[src/hdl/mfpc_pkg.sv]
package mfpc_pkg;
	localparam int          MFPC_PINS         = 4;
	localparam int          MFPC_CLKOUTS      = 8;
	localparam int          MFPC_ADDR_W       = 16;
	localparam int          MFPC_DATA_W       = 8;
	localparam int          MFPC_CODE_W       = 3;

	// Register byte addresses on the host port
	localparam logic [15:0] MFPC_ADDR_DIR     = 16'h006E;
	localparam logic [15:0] MFPC_ADDR_IFN2    = 16'h006F;
	localparam logic [15:0] MFPC_ADDR_IFN1    = 16'h0070;
	localparam logic [15:0] MFPC_ADDR_IFN0    = 16'h0071;
	localparam logic [15:0] MFPC_ADDR_OFN2    = 16'h0072;
	localparam logic [15:0] MFPC_ADDR_OFN1    = 16'h0073;
	localparam logic [15:0] MFPC_ADDR_OFN0    = 16'h0074;
	localparam logic [15:0] MFPC_ADDR_RSVD    = 16'h0075;
	localparam logic [15:0] MFPC_ADDR_OVAL    = 16'h0076;
	localparam logic [15:0] MFPC_ADDR_IVAL    = 16'h0219;

	// Writable bits of each register; all others read as zero
	localparam logic [3:0]  MFPC_MASK_FULL    = 4'h7 | 4'h8;
	localparam logic [3:0]  MFPC_MASK_LOW3    = 4'h7;

	localparam logic [3:0]  MFPC_RST_NIBBLE   = 4'h0;
	localparam logic [7:0]  MFPC_RST_BYTE     = 8'h00;
	localparam logic [3:0]  MFPC_ZERO_NIBBLE  = 4'h0;

	// Function codes
	localparam logic [2:0]  MFPC_FN_GP        = 3'h0;
	localparam logic [2:0]  MFPC_FN_SEL_A     = 3'h1;
	localparam logic [2:0]  MFPC_FN_SEL_B     = 3'h2;
	localparam logic [2:0]  MFPC_FN_REFSEL    = 3'h5;

	// Pin that may carry the manual reference select
	localparam int          MFPC_REFSEL_PIN   = 2;
endpackage : mfpc_pkg

[src/hdl/mfpc_pin_sync.sv]
`timescale 1ns/100ps
module mfpc_pin_sync (
	input  wire logic                          i_clk,
	input  wire logic                          i_sys_rst,
	input  wire logic [mfpc_pkg::MFPC_PINS-1:0] i_async,
	output logic      [mfpc_pkg::MFPC_PINS-1:0] o_sync
);
	import mfpc_pkg::*;

	logic [MFPC_PINS-1:0] meta;

	// Two-stage synchroniser; the first stage feeds only the second
	always_ff @(posedge i_clk or posedge i_sys_rst) begin
		if (i_sys_rst) begin
			meta   <= MFPC_RST_NIBBLE;
			o_sync <= MFPC_RST_NIBBLE;
		end else begin
			meta   <= i_async;
			o_sync <= meta;
		end
	end
endmodule : mfpc_pin_sync

[src/hdl/mfpc_pin_control.sv]
`timescale 1ns/100ps
module mfpc_pin_control (
	input  wire logic                                i_clk,
	input  wire logic                                i_sys_rst,
	// Register port from the serial host interface
	input  wire logic [mfpc_pkg::MFPC_ADDR_W-1:0]    i_reg_addr,
	input  wire logic                                i_reg_wr,
	input  wire logic [mfpc_pkg::MFPC_DATA_W-1:0]    i_reg_wdata,
	input  wire logic                                i_reg_rd,
	output logic      [mfpc_pkg::MFPC_DATA_W-1:0]    o_reg_rdata,
	// Multifunction pins
	input  wire logic [mfpc_pkg::MFPC_PINS-1:0]      i_pin,
	output logic      [mfpc_pkg::MFPC_PINS-1:0]      o_pin,
	output logic      [mfpc_pkg::MFPC_PINS-1:0]      o_pin_oe_n,
	// Status flags from the PLL core
	input  wire logic                                i_loss_of_lock,
	input  wire logic                                i_holdover,
	input  wire logic                                i_ref0_los,
	input  wire logic                                i_ref1_los,
	// Controls to the clock output and reference logic
	output logic      [mfpc_pkg::MFPC_CLKOUTS-1:0]   o_clkout_pin_enable,
	output logic      [mfpc_pkg::MFPC_CLKOUTS-1:0]   o_clkout_pin_gated,
	output logic                                     o_manual_reference_select,
	output logic                                     o_manual_reference_select_valid
);
	import mfpc_pkg::*;

	////////////////////////////////////////////////////////////////////////////////
	// Registers

	logic [3:0] pin_direction;
	logic [3:0] input_function_bit2;
	logic [3:0] input_function_bit1;
	logic [3:0] input_function_bit0;
	logic [3:0] output_function_bit2;
	logic [3:0] output_function_bit1;
	logic [3:0] output_function_bit0;
	logic [3:0] pin_output_values;
	logic [3:0] pin_sync;

	wire        wr_dir  = i_reg_wr && (i_reg_addr == MFPC_ADDR_DIR);
	wire        wr_ifn2 = i_reg_wr && (i_reg_addr == MFPC_ADDR_IFN2);
	wire        wr_ifn1 = i_reg_wr && (i_reg_addr == MFPC_ADDR_IFN1);
	wire        wr_ifn0 = i_reg_wr && (i_reg_addr == MFPC_ADDR_IFN0);
	wire        wr_ofn2 = i_reg_wr && (i_reg_addr == MFPC_ADDR_OFN2);
	wire        wr_ofn1 = i_reg_wr && (i_reg_addr == MFPC_ADDR_OFN1);
	wire        wr_ofn0 = i_reg_wr && (i_reg_addr == MFPC_ADDR_OFN0);
	wire        wr_oval = i_reg_wr && (i_reg_addr == MFPC_ADDR_OVAL);
	wire [3:0]  wnib    = i_reg_wdata[3:0];

	////////////////////////////////////////////////////////////////////////////////
	// Register storage

	// Pin 3 has no storage for input bit 2 or output bit 0
	always_ff @(posedge i_clk or posedge i_sys_rst) begin
		if (i_sys_rst) begin
			pin_direction <= MFPC_RST_NIBBLE;
		end else if (wr_dir) begin
			pin_direction <= wnib & MFPC_MASK_FULL;
		end
	end

	always_ff @(posedge i_clk or posedge i_sys_rst) begin
		if (i_sys_rst) begin
			input_function_bit2 <= MFPC_RST_NIBBLE;
		end else if (wr_ifn2) begin
			input_function_bit2 <= wnib & MFPC_MASK_LOW3;
		end
	end

	always_ff @(posedge i_clk or posedge i_sys_rst) begin
		if (i_sys_rst) begin
			input_function_bit1 <= MFPC_RST_NIBBLE;
		end else if (wr_ifn1) begin
			input_function_bit1 <= wnib & MFPC_MASK_FULL;
		end
	end

	always_ff @(posedge i_clk or posedge i_sys_rst) begin
		if (i_sys_rst) begin
			input_function_bit0 <= MFPC_RST_NIBBLE;
		end else if (wr_ifn0) begin
			input_function_bit0 <= wnib & MFPC_MASK_FULL;
		end
	end

	always_ff @(posedge i_clk or posedge i_sys_rst) begin
		if (i_sys_rst) begin
			output_function_bit2 <= MFPC_RST_NIBBLE;
		end else if (wr_ofn2) begin
			output_function_bit2 <= wnib & MFPC_MASK_FULL;
		end
	end

	always_ff @(posedge i_clk or posedge i_sys_rst) begin
		if (i_sys_rst) begin
			output_function_bit1 <= MFPC_RST_NIBBLE;
		end else if (wr_ofn1) begin
			output_function_bit1 <= wnib & MFPC_MASK_FULL;
		end
	end

	always_ff @(posedge i_clk or posedge i_sys_rst) begin
		if (i_sys_rst) begin
			output_function_bit0 <= MFPC_RST_NIBBLE;
		end else if (wr_ofn0) begin
			output_function_bit0 <= wnib & MFPC_MASK_LOW3;
		end
	end

	always_ff @(posedge i_clk or posedge i_sys_rst) begin
		if (i_sys_rst) begin
			pin_output_values <= MFPC_RST_NIBBLE;
		end else if (wr_oval) begin
			pin_output_values <= wnib & MFPC_MASK_FULL;
		end
	end

	////////////////////////////////////////////////////////////////////////////////
	// Pin input synchroniser

	mfpc_pin_sync u_sync (
		.i_clk     (i_clk),
		.i_sys_rst (i_sys_rst),
		.i_async   (i_pin),
		.o_sync    (pin_sync)
	);

	////////////////////////////////////////////////////////////////////////////////
	// Function decoding

	// Reduce an input code to one that is valid for the pin; reserved codes fall back to plain
	function automatic logic [2:0] mfpc_in_code(input int pin, input logic [2:0] code);
		logic [2:0] res;
		res = MFPC_FN_GP;
		if (code == MFPC_FN_SEL_A || code == MFPC_FN_SEL_B)
			res = code;
		else if (pin == MFPC_REFSEL_PIN && code == MFPC_FN_REFSEL)
			res = code;
		return res;
	endfunction : mfpc_in_code

	// Reduce an output code to one that is valid for the pin; reserved codes fall back to plain
	function automatic logic [2:0] mfpc_out_code(input int pin, input logic [2:0] code);
		logic [2:0] res;
		res = MFPC_FN_GP;
		case (pin)
			0: if (code == MFPC_FN_SEL_A) res = code;
			1: if (code == MFPC_FN_SEL_A) res = code;
			2: if (code == MFPC_FN_SEL_A || code == MFPC_FN_SEL_B) res = code;
			3: if (code == MFPC_FN_SEL_B) res = code;
			default: res = MFPC_FN_GP;
		endcase
		return res;
	endfunction : mfpc_out_code

	// Select what a pin drives in output mode
	function automatic logic mfpc_out_level(input int pin, input logic [2:0] code, input logic stored,
		input logic lol, input logic hold, input logic los0, input logic los1);
		logic res;
		res = stored;
		case (pin)
			0: if (code == MFPC_FN_SEL_A) res = lol;
			1: if (code == MFPC_FN_SEL_A) res = hold;
			2: begin
				if (code == MFPC_FN_SEL_A) res = los0;
				else if (code == MFPC_FN_SEL_B) res = los1;
			end
			3: if (code == MFPC_FN_SEL_B) res = los1;
			default: res = stored;
		endcase
		return res;
	endfunction : mfpc_out_level

	logic [3:0] gp_input;
	logic [3:0] next_pin;
	logic [3:0] oe_a;
	logic [3:0] oe_b;
	logic [3:0] refsel_sel;

	////////////////////////////////////////////////////////////////////////////////
	// Per-pin selection

	genvar g;
	generate
		for (g = 0; g < MFPC_PINS; g++) begin : g_pin
			wire [2:0] in_raw  = {input_function_bit2[g], input_function_bit1[g], input_function_bit0[g]};
			wire [2:0] out_raw = {output_function_bit2[g], output_function_bit1[g], output_function_bit0[g]};
			wire [2:0] in_eff  = mfpc_in_code(g, in_raw);
			wire [2:0] out_eff = mfpc_out_code(g, out_raw);
			wire       is_in   = !pin_direction[g];
			assign gp_input[g]   = is_in && (in_eff == MFPC_FN_GP);
			assign oe_a[g]       = is_in && (in_eff == MFPC_FN_SEL_A);
			assign oe_b[g]       = is_in && (in_eff == MFPC_FN_SEL_B);
			assign refsel_sel[g] = is_in && (in_eff == MFPC_FN_REFSEL);
			assign next_pin[g]   = mfpc_out_level(g, out_eff, pin_output_values[g],
				i_loss_of_lock, i_holdover, i_ref0_los, i_ref1_los);
		end
	endgenerate

	////////////////////////////////////////////////////////////////////////////////
	// Pin drive and controls

	wire [7:0] next_gated  = {oe_b, oe_a};
	wire [7:0] next_enable = ~next_gated | {pin_sync, pin_sync};

	always_ff @(posedge i_clk or posedge i_sys_rst) begin
		if (i_sys_rst) begin
			o_pin <= MFPC_RST_NIBBLE;
		end else begin
			o_pin <= next_pin & pin_direction;
		end
	end

	always_ff @(posedge i_clk or posedge i_sys_rst) begin
		if (i_sys_rst) begin
			o_pin_oe_n <= ~MFPC_RST_NIBBLE;
		end else begin
			o_pin_oe_n <= ~pin_direction;
		end
	end

	always_ff @(posedge i_clk or posedge i_sys_rst) begin
		if (i_sys_rst) begin
			o_clkout_pin_gated <= MFPC_RST_BYTE;
		end else begin
			o_clkout_pin_gated <= next_gated;
		end
	end

	always_ff @(posedge i_clk or posedge i_sys_rst) begin
		if (i_sys_rst) begin
			o_clkout_pin_enable <= ~MFPC_RST_BYTE;
		end else begin
			o_clkout_pin_enable <= next_enable;
		end
	end

	always_ff @(posedge i_clk or posedge i_sys_rst) begin
		if (i_sys_rst) begin
			o_manual_reference_select <= MFPC_RST_BYTE[0];
		end else begin
			o_manual_reference_select <= refsel_sel[MFPC_REFSEL_PIN] && pin_sync[MFPC_REFSEL_PIN];
		end
	end

	always_ff @(posedge i_clk or posedge i_sys_rst) begin
		if (i_sys_rst) begin
			o_manual_reference_select_valid <= MFPC_RST_BYTE[0];
		end else begin
			o_manual_reference_select_valid <= refsel_sel[MFPC_REFSEL_PIN];
		end
	end

	////////////////////////////////////////////////////////////////////////////////
	// Read data; reserved and unmapped locations read zero

	wire        rd_dir  = (i_reg_addr == MFPC_ADDR_DIR);
	wire        rd_ifn2 = (i_reg_addr == MFPC_ADDR_IFN2);
	wire        rd_ifn1 = (i_reg_addr == MFPC_ADDR_IFN1);
	wire        rd_ifn0 = (i_reg_addr == MFPC_ADDR_IFN0);
	wire        rd_ofn2 = (i_reg_addr == MFPC_ADDR_OFN2);
	wire        rd_ofn1 = (i_reg_addr == MFPC_ADDR_OFN1);
	wire        rd_ofn0 = (i_reg_addr == MFPC_ADDR_OFN0);
	wire        rd_oval = (i_reg_addr == MFPC_ADDR_OVAL);
	wire        rd_ival = (i_reg_addr == MFPC_ADDR_IVAL);
	wire [3:0]  rd_nib  = ({4{rd_dir}} & pin_direction)
		| ({4{rd_ifn2}} & input_function_bit2)
		| ({4{rd_ifn1}} & input_function_bit1)
		| ({4{rd_ifn0}} & input_function_bit0)
		| ({4{rd_ofn2}} & output_function_bit2)
		| ({4{rd_ofn1}} & output_function_bit1)
		| ({4{rd_ofn0}} & output_function_bit0)
		| ({4{rd_oval}} & pin_output_values)
		| ({4{rd_ival}} & pin_sync & gp_input);

	always_ff @(posedge i_clk or posedge i_sys_rst) begin
		if (i_sys_rst) begin
			o_reg_rdata <= MFPC_RST_BYTE;
		end else if (i_reg_rd) begin
			o_reg_rdata <= {MFPC_ZERO_NIBBLE, rd_nib};
		end
	end
endmodule : mfpc_pin_control

[config.mk]
export PLATFORM = sky130hd
export DESIGN_NAME = mfpc_pin_control
export DESIGN_NICKNAME = d
export VERILOG_FILES = /design/src/hdl/mfpc_pkg.sv /design/src/hdl/mfpc_pin_sync.sv /design/src/hdl/mfpc_pin_control.sv
export SDC_FILE = /design/constraint.sdc
export NUM_CORES = 1
export LEC_CHECK = 0
export ABC_CLOCK_PERIOD_IN_PS = 2400
export BUFFER_PORTS_ARGS = -buffer_cell sky130_fd_sc_hd__buf_2
export CAP_MARGIN = 15
export CORE_MARGIN = 1.5
export CORE_UTILIZATION = 42
export CTS_CLUSTER_SIZE = 12
export DETAILED_ROUTE_END_ITERATION = 8
export SYNTH_ARGS = -nofsm -noshare
export SYNTH_HDL_FRONTEND = slang
export SYNTH_SLANG_ARGS = --single-unit
[constraint.sdc]
create_clock -name i_clk -period 2.4 [get_ports i_clk]
set_input_delay 0.24 -clock i_clk [delete_from_list [all_inputs] [get_ports i_clk]]
set_output_delay 0.24 -clock i_clk [all_outputs]
set_load 0.005 [all_outputs]
==> run_results.csv, run 1 <==
group,metric,value,unit
sta,setup_tns,0,ns
critical_path,crit_arrival,2.09,ns
place,place_ws,0.197,ns
pwr,leakagePower,1.74,nW
pwr,swShare,20.0,%
cells_and_area,n_antenna_cell,0,
cts,cts-root-buf,"clkbuf_8",
sta,fin_crit_sh,77.7,%
place,io_buffers,61,
place,dp_hpwl,4.43,mm
sta,finalCriticalPeriod,1.87,ns
die,io_pins,70,
die,die_area,7660,um^2
critical_path,rr_endpoint,"o_reg_rdata[0]",
detailed_routing,drc_errors,0,
pwr,p_comb_share,4.9,%
synth,synth_largest_area_cell,"dfrtp_1",
cells_and_area,nets,349,
synth,yosys_warnings,0,
place,place_congestion,0.812,
sta,finalWorstSetupSlack,0.535,ns
cells_and_area,num-fill-cells,614,
critical_path,path_class,"input port to flop",
global_routing,grt_max_degree,69,
cts,cts-buffers-inserted,9,
synth,ys_seq_area_share,57.2,%
critical_path,crit_fanout,8,
detailed_routing,drt_iter0_markers,124,
cts,clk_latency,0.34,ns
sta,rsz0062_at_grt,"false",
outcome,run_status,"finished clean",
cts,cts_tree,"yes",
cts,clock_path_buffers,2,
critical_path,crit_required,2.62,ns
global_routing,grt_pass1_vias,2082,
min_path,min-delay-start,"i_holdover",
cells_and_area,area_growth,25.2,%
synth,synthFlopType,"dfrtp_1",
min_path,min_path_cells,3,
die,coreArea,6830,um^2
sta,skew,0.00875,ns
sta,slew_headroom,58.8,%
cts,cts_sinks,68,
synth,netlist_top_cells_area,"dfrtp_1 47%, mux2_2 11%, dfstp_2 11%",
pwr,p_clk_share,48.8,%
detailed_routing,vias,2136,
synth,ys_seq_elements,68,
critical_path,reg2reg_depth,4,
critical_path,worst_setup_path_end_kind,"flop",
cts,clk_pin_slew,0.07,ns
sta,final_hold_viol_count,0,
detailed_routing,routed_wl,6.59,mm
die,fp.dieH,87.5,um
flow_run,maxCapViolations,0,
die,rows,30,
synth,syn-cell-area,3000,um^2
pwr,p_int,0.00201,W
global_routing,grt_pass1_wl,10.3,mm
sta,drv_slew,0,
synth,synthCells,235,
detailed_routing,routed_via_density,5.18,
pwr,ir_drop,286,uV
synth,async_flop_share,100,%
pwr,pwr-share-seq,46.3,%
min_path,whs_endpoint,"o_pin[1]",
min_path,hold_class,"input port to flop",
synth,synth_cell_types,41,
sta,worst_pin_slew,0.609,ns
sta,finalSetupViolCount,0,
die,die_w,87.5,um
synth,post-synth-top-count-cell,"dfrtp_1",
pwr,pwr_density_cell,670,nW/um^2
global_routing,grt_antenna_before_repair,0,
synth,yosysTopAreaCellShare,46.7,%
synth,synth_commonest_cells,"56 x dfrtp_1, 29 x mux2_2, 15 x nand3b_1",
detailed_routing,first_pass_iters,4,
pwr,switching_power,0.000504,W
cts,cts_resized,0,
synth,syn_area_per_cell,12.8,um^2
synth,synth-edff-count,0,
die,initial_utilization,43.9,%
global_routing,overflow,0,
critical_path,start_kind,"input port",
detailed_routing,antenna_left,0,
critical_path,regToRegStartpoint,"input_function_bit1[0]",
cells_and_area,drive_gt1_share,41.5,%
global_routing,grt.total_usage,18.5,%
sta,clock.fmax,536,MHz
detailed_routing,wl_per_cell,16.0,um
critical_path,r2r_slack,0.94,ns
cts,htree_num_levels,3,
-- power by group through the flow --
| stage | Sequential, W | Clock (W) | Combinational, W |
|---|---|---|---|
| global placement | 0.00119 | 0 | 0.000119 |
| floorplan | 0.00118 | 0 | 0.0000613 |
| finish | 0.00116 | 0.00123 | 0.000124 |
| CTS | 0.00116 | 0.00125 | 0.000126 |
| detailed placement | 0.00119 | 0 | 0.000120 |
| global route | 0.00117 | 0.00129 | 0.000139 |
-- registers in the layout, indices dropped and copies added (netlist names), 4 cells and up --
signal and count:
pin_direction 4, o_clkout_pin_enable 8, o_pin_oe_n 4, o_reg_rdata 4, u_sync.meta 4, o_clkout_pin_gated 8
output_function_bit1 4, o_pin 4, pin_output_values 4, input_function_bit1 4, u_sync.o_sync 4, input_function_bit0 4
output_function_bit2 4
-- placed cells by master, fill, tap and decap left out, types with 4 or more instances in the layout --
cell type,instances
nand3_1,7
inv_1,8
dfrtp_1,56
a31oi_1,6
nor2b_1,7
nand3b_1,15
nor4b_1,9
dfstp_2,12
buf_2,61
dlygate4sd3_1,5
mux2_2,29
buf_4,4
o21ai_0,4
nor2_1,12
and3_1,5
conb_1,4
clkbuf_8,13
nand2b_1,7
mux4_2,4
a21oi_1,6
nand2_1,4
-- metal layers --
| metal | part of all wire [%] | global-route usage (%) | vias to the layer above |
|---|---|---|---|
| li1 | - | - | 1004 |
| met1 | 47 | 25.0 | 1043 |
| met2 | 46 | 28.0 | 72 |
| met3 | 4.9 | 3.22 | 17 |
| met4 | 2.8 | 11.0 | 0 |
| met5 | 0 | 0 | - |
-- worst max-delay path, cell delays in order --
cell      delay [ns]
buf_2           0.10
or4_4           0.57
nor4_4          0.42
nand4b_1        0.38
mux2_2          0.38
-- cells by family after synthesis --
kind of cell             after synthesis  share of synthesized area, %
buffers and inverters                 18                          2.79
adder cells (fa/ha/maj)                2                         0.834
AND/OR/NAND/NOR                       84                          18.4
flip-flops                            68                          57.2
multiplexers                          35                          14.6
AO/OA/AOI/OAI                         25                          5.42
XOR/XNOR                               2                         0.584
other                                  1                         0.125
-- timing repair --
item | CTS | global route
setup buffers | 0 | 0
endpoints found under the hold margin | 60 | 0
hold buffers | 5 | 0
-- worst max path at each step --
stage | from | depth (start not counted) | end | slack [ns]
after detailed placement | i_reg_addr[13] | 5 | output_function_bit1[2] | 0.20
after floorplan | i_sys_rst | 1 | input_function_bit0[0] | 0.47
final | i_reg_addr[13] | 5 | input_function_bit0[2] | 0.53
after global routing | i_reg_addr[13] | 5 | input_function_bit0[2] | 0.48
after CTS | i_reg_addr[13] | 5 | output_function_bit1[2] | 0.55
after global placement | i_reg_addr[13] | 5 | pin_direction[3] | 0.22
-- per-stage QoR --
step | instances | cell area (um^2) | power, W | hold slack [ns] | util (%)
after global routing | 412 | 3750 | 0.00260 | 0.149 | 55.0
after CTS | 412 | 3750 | 0.00254 | 0.147 | 55.0
after global placement | 391 | 3440 | 0.00130 | 0.332 | 50.3
final | 412 | 3750 | 0.00252 | 0.158 | 55.0
after floorplan | 238 | 3010 | 0.00125 | 0.271 | -
after detailed placement | 391 | 3440 | 0.00131 | 0.335 | 50.3
-- layout make-up --
| class | count | area (um^2) | area share [%] |
|---|---|---|---|
| Sequential cell | 68 | 1720 | 45.7 |
| Multi-Input combinational cell | 152 | 1210 | 32.2 |
| Timing Repair Buffer | 71 | 405 | 10.8 |
| Clock buffer | 13 | 179 | 4.77 |
| Tap cell | 96 | 120 | 3.20 |
| Clock inverter | 3 | 90.1 | 2.40 |
| Inverter | 9 | 33.8 | 0.900 |
Note: power is estimated with default switching activity, not from simulation.
==> inputs of run 2 (changes only) <==
ABC_CLOCK_PERIOD_IN_PS = 1660   (was 2400)
PLACE_DENSITY = 0.67   (was unset)
clock period = 1.66 ns   (was 2.4 ns; I/O delays follow)
==> run_results.csv, run 2 (synthesis results as in run 1) <==
group,metric,value,unit
outcome,run_status,"finished clean",
detailed_routing,wl_met3,358,um
sta,finalWorstSetupSlack,0.107,ns
sta,clock.fmax,644,MHz
die,initial_utilization,43.9,%
critical_path,crit_fanout,7,
detailed_routing,highest_layer,"met4",
critical_path,cp_num_cells,4,
detailed_routing,antenna_left,0,
place,dp_cells,411,
cts,cts-root-buf,"clkbuf_8",
cts,clk_pin_slew,0.07,ns
cts,clk_latency,0.35,ns
pwr,ir_drop,334,uV
sta,rsz0062_at_grt,"false",
critical_path,worstPathCellList,"mux4_2 > and3_1 > o21ai_0 > a31oi_1",
detailed_routing,routed_wl,6.74,mm
critical_path,max_stage_delay,0.49,ns
critical_path,regToRegStartpoint,"input_function_bit1[0]",
detailed_routing,drc_errors,0,
cells_and_area,final_common_cell,"buf_2",
detailed_routing,wl_per_cell,15.6,um
die,coreArea,6830,um^2
detailed_routing,vias,2223,
critical_path,cp-endpoint,"o_reg_rdata[0]",
cells_and_area,num-fill-cells,637,
detailed_routing,wl_met1,2.95,mm
critical_path,cp-startpoint,"input_function_bit1[0]",
critical_path,crit_required,1.89,ns
cts,cts_sinks,68,
global_routing,grt_pass1_wl,10.8,mm
critical_path,rr_endpoint,"o_reg_rdata[0]",
sta,holdWs,0.0800,ns
pwr,leakagePower,1.80,nW
cells_and_area,area_growth,28.0,%
critical_path,worst_setup_path_end_kind,"flop",
cts,cts-buffers-inserted,9,
global_routing,overflow,0,
critical_path,start_kind,"flop",
min_path,hold_class,"input port to flop",
sta,finalSetupViolCount,0,
die,rows,30,
pwr,power,0.00323,W
die,die_area,7660,um^2
detailed_routing,routed_via_density,5.15,
cells_and_area,reg.largest.list,"o_clkout_pin_enable: 8 flops, o_clkout_pin_gated: 8 flops",
detailed_routing,route.met2.wl,3.24,mm
sta,fin_crit_sh,93.6,%
sta,final_hold_viol_count,0,
die,fp.dieH,87.5,um
cts,htree_num_levels,3,
flow_run,maxCapViolations,0,
global_routing,grt.total_usage,19.4,%
critical_path,crit_arrival,1.79,ns
place,dp_hpwl,4.88,mm
global_routing,grt_pass1_vias,2229,
critical_path,r2r_slack,0.11,ns
detailed_routing,drt_iter0_markers,157,
sta,finalCriticalPeriod,1.55,ns
place,place_congestion,0.849,
die,io_pins,70,
cells_and_area,layout_common_cells,"61 x buf_2, 56 x dfrtp_1, 28 x mux2_2",
place,io_buffers,61,
cts,clock_path_buffers,2,
critical_path,worst_path_dominant_cell_family,"multiplexers",
global_routing,grt_antenna_before_repair,0,
cells_and_area,drive_gt1_share,44.9,%
critical_path,slowest_stage,"mux4_2",
critical_path,reg2reg_depth,4,
place,place_ws,-0.317,ns
cells_and_area,n_antenna_cell,0,
die,die_w,87.5,um
critical_path,path_class,"flop to flop",
detailed_routing,first_pass_iters,4,
sta,drv_slew,0,
pwr,pwr_density_cell,840,nW/um^2
global_routing,grt_max_degree,69,
cts,cts_tree,"yes",
cells_and_area,final_cells,432,
sta,skew,0.0115,ns
cts,post_cts_buffers,0,
cells_and_area,nets,369,
critical_path,cp_num_buf_inv,0,
## run 2: worst min path at each step
stage                    from                               to  slack [ns]  cells past startpoint
2_1_floorplan        i_pin[0]                   u_sync.meta[0]        0.20                      0
3_3_place_gp         i_pin[0]                   u_sync.meta[0]        0.27                      1
3_5_place_dp        i_sys_rst  o_manual_reference_select_valid        0.28                      3
4_1_cts        i_loss_of_lock                         o_pin[0]        0.07                      3
5_1_grt        i_loss_of_lock                         o_pin[0]        0.09                      3
6_report       i_loss_of_lock                         o_pin[0]        0.08                      3
## run 2: report_power, final
part	switching (W)	total [W]	internal (W)
clock network	0.000612	0.00134	0.000727
registers	0.00000763	0.00168	0.00167
logic	0.000115	0.000205	0.0000903
## run 2: layout make-up
cell class                      count  area (um^2)  area share [%]
Sequential cell                    68         1720            44.7
Multi-Input combinational cell    152         1210            31.6
Timing Repair Buffer               91          556            14.5
Clock buffer                       11          141            3.68
Tap cell                           96          120            3.13
Clock inverter                      5         52.6            1.37
Inverter                            9         37.5           0.978
## run 2: routing by layer
layer | up-vias | GRT usage (%)
met5 | - | 0
met2 | 66 | 31.0
li1 | 1051 | -
met1 | 1092 | 24.7
met4 | 0 | 10.7
met3 | 14 | 3.89
## run 2: what timing repair did
item                                   in CTS  in global routing
setup endpoints to repair                   0                  7
endpoints found under the hold margin      60                  0
gates resized for setup                     0                  3
hold buffers                                5                  0
## run 2: per-stage QoR
stage               area [um^2]  utilization (%)  TNS [ns]
finish                     3840             56.2         0
global route               3840             56.2         0
CTS                        3830             56.1         0
detailed placement         3590             52.5     -7.18
global placement           3590             52.5     -6.63
floorplan                  3010                -     -1.99
## run 2: worst min-delay path: stages
cell,delay (ns)
buf_2,0.10
nand3_1,0.07
a21oi_1,0.06
